===== config.mk =====
export PLATFORM = sky130hd
export DESIGN_NAME = lcr_regs
export DESIGN_NICKNAME = d
export VERILOG_FILES = /design/src/hdl/lcr_regs.v
export VERILOG_INCLUDE_DIRS = /design/src /design/src/hdl
export SDC_FILE = /design/constraint.sdc
export NUM_CORES = 1
export LEC_CHECK = 0
export ABC_AREA = 1
export ABC_CLOCK_PERIOD_IN_PS = 1100
export BUFFER_PORTS_ARGS = -buffer_cell sky130_fd_sc_hd__buf_4
export CAP_MARGIN = 20
export CELL_PAD_IN_SITES_DETAIL_PLACEMENT = 1
export CELL_PAD_IN_SITES_GLOBAL_PLACEMENT = 2
export CORE_MARGIN = 4
export CORE_UTILIZATION = 27
export DETAILED_ROUTE_END_ITERATION = 8
export PLACE_DENSITY_LB_ADDON = 0.1
export REMOVE_ABC_BUFFERS = 1
export SYNTH_ARGS = -nofsm -noshare
export SYNTH_HDL_FRONTEND = slang
export SYNTH_SLANG_ARGS = --single-unit

===== constraint.sdc =====
create_clock -name clock -period 1.1 [get_ports clock]
set_input_delay 0 -clock clock [delete_from_list [all_inputs] [get_ports clock]]
set_output_delay 0 -clock clock [all_outputs]
set_load 0.005 [all_outputs]

===== src/hdl/lcr_regs_defs.vh =====
`ifndef LCR_REGS_DEFS_VH
`define LCR_REGS_DEFS_VH

// ==========================================================
// Register byte offsets
`define LCR_OFF_LINK_CTRL      12'h0D0
`define LCR_OFF_REMAP_CTRL     12'h0E4
`define LCR_OFF_REMAP_UPPER    12'h0E8

// ==========================================================
// Link control low byte fields
`define LCR_LC_EXT_SYNC        7
`define LCR_LC_SHARED_REFCLK   6
`define LCR_LC_RETRAIN         5
`define LCR_LC_LINK_DISABLE    4
`define LCR_LC_RCB             3
`define LCR_LC_RSVD            2
`define LCR_LC_ASPM_HI         1
`define LCR_LC_ASPM_LO         0
`define LCR_ASPM_DISABLED      2'h0
`define LCR_ASPM_L0S           2'h1

// ==========================================================
// Remap control fields
`define LCR_RC_LBASE_HI        31
`define LCR_RC_LBASE_LO        20
`define LCR_RC_IOSIZE_HI       12
`define LCR_RC_IOSIZE_LO       8
`define LCR_RC_REMAP_EN        3

// ==========================================================
// Reset values
`define LCR_RST_LINK_CTRL      8'h00
`define LCR_RST_LBASE          12'h000
`define LCR_RST_IOSIZE         5'h00
`define LCR_RST_REMAP_EN       1'h0
`define LCR_RST_UPPER          32'h00000000

// ==========================================================
// Exit latency encodings reported to the capability logic
`define LCR_L0S_EXIT_ASYNC     3'h4
`define LCR_L0S_EXIT_COMMON    3'h2
`define LCR_L1_EXIT_ASYNC      3'h6
`define LCR_L1_EXIT_COMMON     3'h5

`endif


===== src/hdl/lcr_regs.v =====
// Notes on behaviour
// - Extended sync bit resets zero; one lengthens sync for link analyzers.
// - Common clock bit is read/write, resets zero; one selects shared refclk.
// - Reported L0s and L1 exit latencies follow the common clock bit.
// - Retrain and link disable bits read zero; writes ignored.
// - Reserved bit two of link control low byte reads zero.
// - Completion boundary bit read/write, resets zero; zero 64, one 128 bytes.
// - Two-bit power state control read/write, reset 00; 10 and 11 unsupported.
// - Five-bit downstream I/O size field read/write, resets zero.
// - Non-prefetchable remap enable read/write, resets zero.
// - Full 32-bit upper base register read/write, resets zero.
//
// Local design decision: the APB slave port.
`timescale 1ns/1ns
`default_nettype none
`include "lcr_regs_defs.vh"

module lcr_regs
(
	input  wire        clock,
	input  wire        arst_n,
	input  wire        clkEn,
	input  wire        psel,
	input  wire        penable,
	input  wire        pwrite,
	input  wire [11:0] paddr,
	input  wire [31:0] pwdata,
	input  wire [3:0]  pstrb,
	output wire        pready,
	output reg  [31:0] prdata,
	output wire        pslverr,
	output wire        extSyncEn,
	output wire        sharedRefclkSelect,
	output wire        readCompletionBoundary,
	output wire [1:0]  linkPowerStateControl,
	output wire        l0sEntryEnable,
	output wire [2:0]  l0sExitLatency,
	output wire [2:0]  l1ExitLatency,
	output wire [4:0]  ioSize,
	output wire        nonprefetchRemapEnable,
	output wire [11:0] secondaryLowerBase,
	output wire [31:0] secondaryUpperBase
);

	// ==========================================================
	// Register state
	reg        extSync_reg;
	reg        sharedRefclk_reg;
	reg        rcb_reg;
	reg [1:0]  aspm_reg;
	reg [11:0] lowerBase_reg;
	reg [4:0]  ioSize_reg;
	reg        remapEn_reg;
	reg [31:0] upperBase_reg;

	wire       access;
	wire       wrEn;
	wire       hitLink;
	wire       hitCtrl;
	wire       hitUpper;
	reg [31:0] rdMux;

	// Single-cycle access phase: no wait states, so pready is a constant high
	assign pready  = 1'b1;
	assign access  = psel & penable & clkEn;
	assign wrEn    = access & pwrite;
	assign hitLink = (paddr == `LCR_OFF_LINK_CTRL);
	assign hitCtrl = (paddr == `LCR_OFF_REMAP_CTRL);
	assign hitUpper = (paddr == `LCR_OFF_REMAP_UPPER);
	// Unmapped addresses answer with an error, read data zero
	assign pslverr = psel & penable & ~(hitLink | hitCtrl | hitUpper);

	// ==========================================================
	// Byte-lane merge, used by every writable register
	function [31:0] merge;
		input [31:0] oldVal;
		input [31:0] newVal;
		input [3:0]  lanes;
		integer i;
		begin
			merge = oldVal;
			for (i = 0; i < 4; i = i + 1)
				if (lanes[i])
					merge[i*8 +: 8] = newVal[i*8 +: 8];
		end
	endfunction

	wire [31:0] linkWord;
	wire [31:0] ctrlWord;
	wire [31:0] linkMerged;
	wire [31:0] ctrlMerged;

	// Bits 5, 4 and 2 are tied low, so written values never land anywhere
	assign linkWord = {24'h000000, extSync_reg, sharedRefclk_reg, 1'b0, 1'b0,
		rcb_reg, 1'b0, aspm_reg};
	assign ctrlWord = {lowerBase_reg, 7'h00, ioSize_reg, 4'h0, remapEn_reg,
		3'h0};
	assign linkMerged = merge(linkWord, pwdata, pstrb);
	assign ctrlMerged = merge(ctrlWord, pwdata, pstrb);

	// ==========================================================
	// Register writes
	always @(posedge clock or negedge arst_n)
	begin
		if (!arst_n)
		begin
			extSync_reg      <= 1'b0;
			sharedRefclk_reg <= 1'b0;
			rcb_reg          <= 1'b0;
			aspm_reg         <= `LCR_ASPM_DISABLED;
			lowerBase_reg    <= `LCR_RST_LBASE;
			ioSize_reg       <= `LCR_RST_IOSIZE;
			remapEn_reg      <= `LCR_RST_REMAP_EN;
			upperBase_reg    <= `LCR_RST_UPPER;
		end
		else if (wrEn)
		begin
			if (hitLink)
			begin
				extSync_reg      <= linkMerged[`LCR_LC_EXT_SYNC];
				sharedRefclk_reg <= linkMerged[`LCR_LC_SHARED_REFCLK];
				rcb_reg          <= linkMerged[`LCR_LC_RCB];
				aspm_reg         <= linkMerged[`LCR_LC_ASPM_HI:`LCR_LC_ASPM_LO];
			end
			else if (hitCtrl)
			begin
				lowerBase_reg <= ctrlMerged[`LCR_RC_LBASE_HI:`LCR_RC_LBASE_LO];
				ioSize_reg    <= ctrlMerged[`LCR_RC_IOSIZE_HI:`LCR_RC_IOSIZE_LO];
				remapEn_reg   <= ctrlMerged[`LCR_RC_REMAP_EN];
			end
			else if (hitUpper)
			begin
				upperBase_reg <= merge(upperBase_reg, pwdata, pstrb);
			end
		end
	end

	// ==========================================================
	// Read path
	always @*
	begin
		if (hitLink)
			rdMux = linkWord;
		else if (hitCtrl)
			rdMux = ctrlWord;
		else if (hitUpper)
			rdMux = upperBase_reg;
		else
			rdMux = 32'h00000000;
	end

	// Registered read data, loaded during setup so it is valid in the access cycle
	always @(posedge clock or negedge arst_n)
	begin
		if (!arst_n)
			prdata <= 32'h00000000;
		else if (clkEn & psel & ~penable & ~pwrite)
			prdata <= rdMux;
	end

	// ==========================================================
	// Block outputs
	assign extSyncEn              = extSync_reg;
	assign sharedRefclkSelect     = sharedRefclk_reg;
	assign readCompletionBoundary = rcb_reg;
	assign linkPowerStateControl  = aspm_reg;
	// Reserved encodings 10 and 11 do not enable anything
	assign l0sEntryEnable = (aspm_reg == `LCR_ASPM_L0S);
	// Retraining after a change is software's job; latency just tracks the bit
	assign l0sExitLatency = sharedRefclk_reg ? `LCR_L0S_EXIT_COMMON
		: `LCR_L0S_EXIT_ASYNC;
	assign l1ExitLatency  = sharedRefclk_reg ? `LCR_L1_EXIT_COMMON
		: `LCR_L1_EXIT_ASYNC;
	assign ioSize                 = ioSize_reg;
	assign nonprefetchRemapEnable = remapEn_reg;
	assign secondaryLowerBase     = lowerBase_reg;
	assign secondaryUpperBase     = upperBase_reg;

endmodule

`default_nettype wire


==> metrics, run 1 <==
worst-path fanout max=17; Setup CP Type=input pin to output pin; slack of the worst reg-to-reg path=190 ps; delay-heaviest family, CP=buffers and inverters; post-synth cell types=22; P_int=5695 uW; max frequency=0.9343 GHz; Routed wire per std cell=16.07 um; vias in the first global route=4,279; Inserted Clock Buffers=9; Crit-path slowest cell=nor2_4; number of DRC markers in iteration 0=167; post-route ant nets=0; critical-path cell list=buf_4, inv_1, nand2_1, nor2_4, buf_8, buf_12, nand2_1, nand3_2, nor2_1, buf_4; Root Buffer=clkbuf_16; # DRC=0; row count=44; first-pass GRT wire length=about 23 mm; Crit. End Element=output pin; Hold Worst Slack=159.2 ps; Die ar.=around 0.017 mm^2; via count=3,977; Tcrit/Tclk final=97.30%; Filler cells=around 1,700; Worst VDD drop=~0.0011 V; WP depth=10; Initial Util=27.48%; vias per cell=about 4.5; Max Clock Skew=about 4.6 ps; RD Place Congestion=0.7340; Critical Path AT=1070 ps; Die Wd=129.6 um; worst r2r src=linkPowerStateControl[0]$_DFFE_PN0P_; DP Wirelength=10.09 mm; Power Total=about 7300 uW; total grt overflow=0; initial antenna violation count=0; CP Launch Point=paddr[10]; total net switching power=1587 uW; switching share of power=21.80%; Final Max Slew Viols=0; total number of yosys warnings=0; flops & latches, synth=87; layout cells sized above 1=between 30 and 40%; maximum root-to-sink buffer count=2; I/O pin cnt=150; status=finished, final reports clean; Post-Route WL=approximately 14 mm; synthesis-to-finish area growth=59.12%; Largest stage delay, worst path=190 ps; Final Non-Filler Cells=between 800 and 900; Clock Power Share=between 40% and 50%; clk sinks=87; Total GRT Usage=between 10% and 20%; Buffers on Ports=146; hold path startpoint=pstrb[3]; Hold Path Class=input pin to flip-flop; Inserted Diodes=0; Worst setup SP type=input pin; max cap viols=0; core area=0.01453 mm^2; Final nets=~740; Flop pwr share=a little over two fifths; leakage power=~0.0034 uW; Gate power share=slightly below 7%; register area share after synthesis=about 55%; CTS tree=done; Mapped Avg Cell Area=8.286 um^2; min cycle time layout=1070 ps; Initial DRT Pass Iterations=4; Worst Reg2Reg Path Length in Cells=5; WP buf/inv=5; Mapped Area=0.003994 mm^2; largest net degree at the start of global routing=88; commonest cells after routing, fill and taps aside=nand2_1 (183), buf_4 (173), dfrtp_1 (87); Mapped Cells=482; Die H=129.6 um; worst skew pair latency=around 350 ps; Reg-to-Reg End=prdata[0]$_DFFE_PN0P_; final hold vios=0; H-tree levels=3; crit path to=pslverr; RSZ-0062 raised after global routing=true; final core utilization=between 40% and 50%; commonest non-fill, non-tap cell in the layout=nand2_1; placed cells=821; Setup-failing EPs final=0; worst path required time=~1100 ps; Pwr Density=~1100 mW/mm^2; CTS clock-pin slew for the worst setup and hold paths=around 60 ps
## per-layer routing
| layer | vias to the layer above | GRT usage, % | routed length (um) |
|---|---|---|---|
| li1 | 1939 | - | - |
| met1 | 1931 | 21.50 | 6062 |
| met2 | 97 | 29.81 | 7007 |
| met3 | 10 | 5.111 | 885 |
| met4 | 0 | 3.667 | 134 |
| met5 | - | 0 | 0 |
## worst min-delay path by stage
stage                                          to  slack, ps  cells after the start
2_1_floorplan               extSyncEn$_DFFE_PN0P_       -300                      0
3_3_place_gp                prdata[3]$_DFFE_PN0P_         80                      2
3_5_place_dp       sharedRefclkSelect$_DFFE_PN0P_         90                      2
4_1_cts        secondaryUpperBase[14]$_DFFE_PN0P_        160                      5
5_1_grt        secondaryUpperBase[30]$_DFFE_PN0P_        180                      5
6_report       secondaryUpperBase[27]$_DFFE_PN0P_        160                      5
## what timing repair did
action | 4_1_cts | 5_1_grt
hold buffers | 33 | 0
resized for setup | 6 | 9
setup endpoints to repair | 1 | 4
cloned | 0 | 1
buffers inserted | 1 | 5
pin swaps | 0 | 1
hold endpoints to repair | 142 | 0
## Yosys cell counts
library cell  instances  area (um^2)
nor2_4                4        45.04
nor2_8                2        40.04
nand2_1             183        686.9
clkbuf_1             11        41.29
inv_1                42        157.7
and3_1                1        6.260
nand2_2               2        12.51
conb_1                2        7.510
nand3_2               1        10.01
nor2_1                9        33.78
and2_4                1        8.760
buf_1                 1        3.750
o21ai_0              84        420.4
nand2_4               2        22.52
nor2_2                4        25.02
buf_4                 9        67.56
dfrtp_1              87         2177
nand4_1              19        118.9
buf_2                 3        15.01
buf_6                 3        33.78
nand3_1              10        50.05
o21ai_1               2        10.01
## worst min-delay path, delay by kind of cell
kind	cells	cell delay [ps]
buf+inv	2	250
compound gates	1	70
simple gates	2	160
## logic make-up after synthesis
logic type	count (synthesis)	share of synthesized area (%)
simple gates	238	26.53
flops	87	54.51
compound gates	86	10.78
buf+inv	69	7.988
other cells	2	0.1880
## layout make-up
class	count	area, um^2	area share, %
tap	184	230.2	3.623
sequential	87	2177	34.26
inverter	42	157.7	2.481
multi-input combinational	327	1533	24.12
clock inverter	7	120.1	1.890
timing repair buffer	221	1912	30.08
clock buffer	9	225.2	3.544
## stage by stage
step                      setup TNS (ps)  area (um^2)  setup slack [ps]
after floorplan                   -47960         3836            -711.5
after global placement             -8638         5569            -194.2
after detailed placement          -10960         5569            -249.8
after CTS                              0         6280            0.5604
after global routing              -92.35         6355            -44.93
final                                  0         6355             29.71
## power by group through the flow
stage	clock network [uW]	logic, uW	registers [uW]
global placement	0	395	3260
CTS	3690	505	3200
global route	3810	557	3200
detailed placement	0	403	3260
finish	3580	502	3200
floorplan	0	68.8	3260
Note: power is estimated with default switching activity, not from simulation.
==> run 2: changes to the inputs <==
Settings changed: ABC_CLOCK_PERIOD_IN_PS 1100 to 1400, CORE_UTILIZATION 27 to 29, CTS_CLUSTER_DIAMETER from default to 100.
Clock period 1.1 ns to 1.4 ns, I/O delays scaled along.
==> run 2 against run 1 <==
Flip-flop and latch count did not move. First-iteration DRC count fell by 22%. Global-route usage increased by 0.93 points. Clock skew barely moved. Combinational power is 27% lower. Wire length decreased by 1.4%. Sequential share of layout area up 2.2 points. Final area fell by 6.0%. Total power down 25%. Cell count decreased by 3.6%. Clock-buffer cell count up 1. Largest cell class unchanged. Largest power group unchanged. Highest routed layer unchanged.
==> metrics, run 2 (synthesis gave the netlist of run 1 again) <==
Crit path top cell by count=buf_4; DP Wirelength=9.702 mm (-3.8%); crit path to=pslverr; Inserted Diodes=0 (unchanged); total grt overflow=0 (unchanged); CTS tree=done; Critical Path AT=1230 ps (+160 ps); commonest non-fill, non-tap cell in the layout=nand2_1; status=finished, final reports clean; Tcrit/Tclk final=between 80 and 90%; core area=0.01335 mm^2 (-8.2%); synthesis-to-finish area growth=49.50%; slew of the pin with the lowest slew margin=514.4 ps; RSZ-0062 raised after global routing=false; Initial DRT Pass Iterations=4 (unchanged); min cycle time layout=1228 ps; Root Buffer=clkbuf_16; I/O pin cnt=150 (unchanged); post-route ant nets=0 (unchanged); vias per cell=4.582 (+1.0%); largest net degree at the start of global routing=88 (unchanged); Worst VDD drop=0.0004407 V (-58%); maximum root-to-sink buffer count=2 (unchanged); setup bufs post-CTS=0 (-1); H-tree levels=3 (unchanged); post-route setup TNS=0 ps (unchanged); Setup-failing EPs final=0 (unchanged); RD Place Congestion=0.7790 (+6.1%); leakage power=0.003237 uW (-5.6%); critical-path cell list=buf_4, inv_1, nand2_1, nor2_2, buf_6, nand3_2, nand3_1, nor2_1, buf_4; commonest cells after routing, fill and taps aside=nand2_1 (183), buf_4 (161), dfrtp_1 (87); Routed wire per std cell=16.44 um (+2.4%); worst path required time=1400 ps (+300 ps); CTS clock-pin slew for the worst setup and hold paths=60 ps (about the same); relative slew slack=65.71%; slack of the worst reg-to-reg path=560 ps (+370 ps); via count=3,872 (-2.6%); final hold vios=0 (unchanged); Pwr Density=915.7 mW/mm^2 (-20%); max cap viols=0 (unchanged); Initial Util=29.92% (+2.4 points); row count=42 (-4.5%); max frequency=0.8140 GHz; clk sinks=87 (unchanged); layout cells sized above 1=29.75% (-2.9 points); initial antenna violation count=0 (unchanged); Die ar.=0.01571 mm^2 (-6.5%); Crit. End Element=output pin; number of DRC markers in iteration 0=130 (-22%); # DRC=0 (unchanged); Die Wd=125.4 um (-3.3%); Inserted Clock Buffers=9 (unchanged); Post-Route WL=13.90 mm (-1.4%); worst-path fanout max=15 (-2); Hold Path Class=input pin to flip-flop; worst r2r src=secondaryLowerBase[0]$_DFFE_PN0P_; worst skew pair latency=340 ps (about the same); Max Clock Skew=4.871 ps (+0.2450 ps); first-pass GRT wire length=22.75 mm (+1.1%); Reg-to-Reg End=prdata[20]$_DFFE_PN0P_; Crit-path slowest cell=buf_6; Final nets=718 (-3.2%); vias in the first global route=4,198 (-1.9%); Total GRT Usage=18.21% (+0.93 points); placed cells=796 (-3.0%); CP Launch Point=paddr[4]; Die H=125.4 um (-3.3%); Worst Reg2Reg Path Length in Cells=4 (-1); Final Non-Filler Cells=845 (-3.6%); Largest stage delay, worst path=240 ps (+50 ps); Setup CP Type=input pin to output pin; Worst setup SP type=input pin; Final Max Slew Viols=0 (unchanged); Buffers on Ports=146 (unchanged)
==> run 2: cell count changes in the layout (fill, tap and decap cells not counted), sizes merged <==
| cell | delta |
|---|---|
| buf | -23 |
| bufinv | -1 |
| clkinv | +1 |
| clkinvlp | -1 |
==> run 2: worst min path at each step <==
stage	start	end	slack (ps)	depth (start not counted)
after global placement	arst_n	prdata[6]$_DFFE_PN0P_	90	2
final	pstrb[1]	secondaryUpperBase[8]$_DFFE_PN0P_	70	4
after global routing	pstrb[1]	secondaryUpperBase[8]$_DFFE_PN0P_	80	4
after detailed placement	arst_n	prdata[0]$_DFFE_PN0P_	90	2
after floorplan	arst_n	extSyncEn$_DFFE_PN0P_	-300	0
after CTS	pstrb[1]	secondaryUpperBase[8]$_DFFE_PN0P_	60	4
==> run 2: final cells by class <==
| cell class | count | area [um^2] |
|---|---|---|
| Clock buffer | 10 | 229.0 |
| Clock inverter | 6 | 83.83 |
| Fill cell | 1618 | 7377 |
| Inverter | 42 | 157.7 |
| Multi-Input combinational cell | 327 | 1513 |
| Sequential cell | 87 | 2177 |
| Tap cell | 176 | 220.2 |
| Timing Repair Buffer | 197 | 1590 |
==> run 2: what timing repair did <==
item,4_1_cts,5_1_grt
setup endpoints to repair,1,1
gates cloned,0,0
hold endpoints to repair,142,0
gates resized for setup,1,1
hold buffers,33,0
==> run 2: power by group <==
group / internal, uW / switching, uW / total (uW)
Sequential: 2510 / 0.723 / 2510
Combinational: 186 / 180 / 366
Clock: 1560 / 1020 / 2590
==> run 2: metrics by stage <==
stage / power, uW / instance area (um^2) / setup WS, ps / hold WS, ps / utilization [%]
floorplan: 2617 / 3836 / -411.5 / -295.6 / -
global placement: 2857 / 5319 / -10.47 / 85.55 / 39.85
detailed placement: 2860 / 5319 / -50.80 / 90.86 / 39.85
CTS: 5550 / 5966 / 23.38 / 55.34 / 44.69
global route: 5668 / 5971 / 42.78 / 75.30 / 44.73
finish: 5467 / 5971 / 171.6 / 71.55 / 44.73
==> run 2: metal layers <==
metal / wire length [um] / vias up / global-route usage (%) / share of wire, %
li1: - / 1890 / - / -
met1: 6518 / 1865 / 24.25 / 47
met2: 6488 / 101 / 29.67 / 47
met3: 659 / 16 / 3.795 / 4.7
met4: 229 / 0 / 6.122 / 1.6
met5: 0 / - / 0 / 0
==> run 2: critical path, delay by kind of cell <==
kind	cells	cell delay [ps]
AND/OR/NAND/NOR	5	690
buffers and inverters	4	540
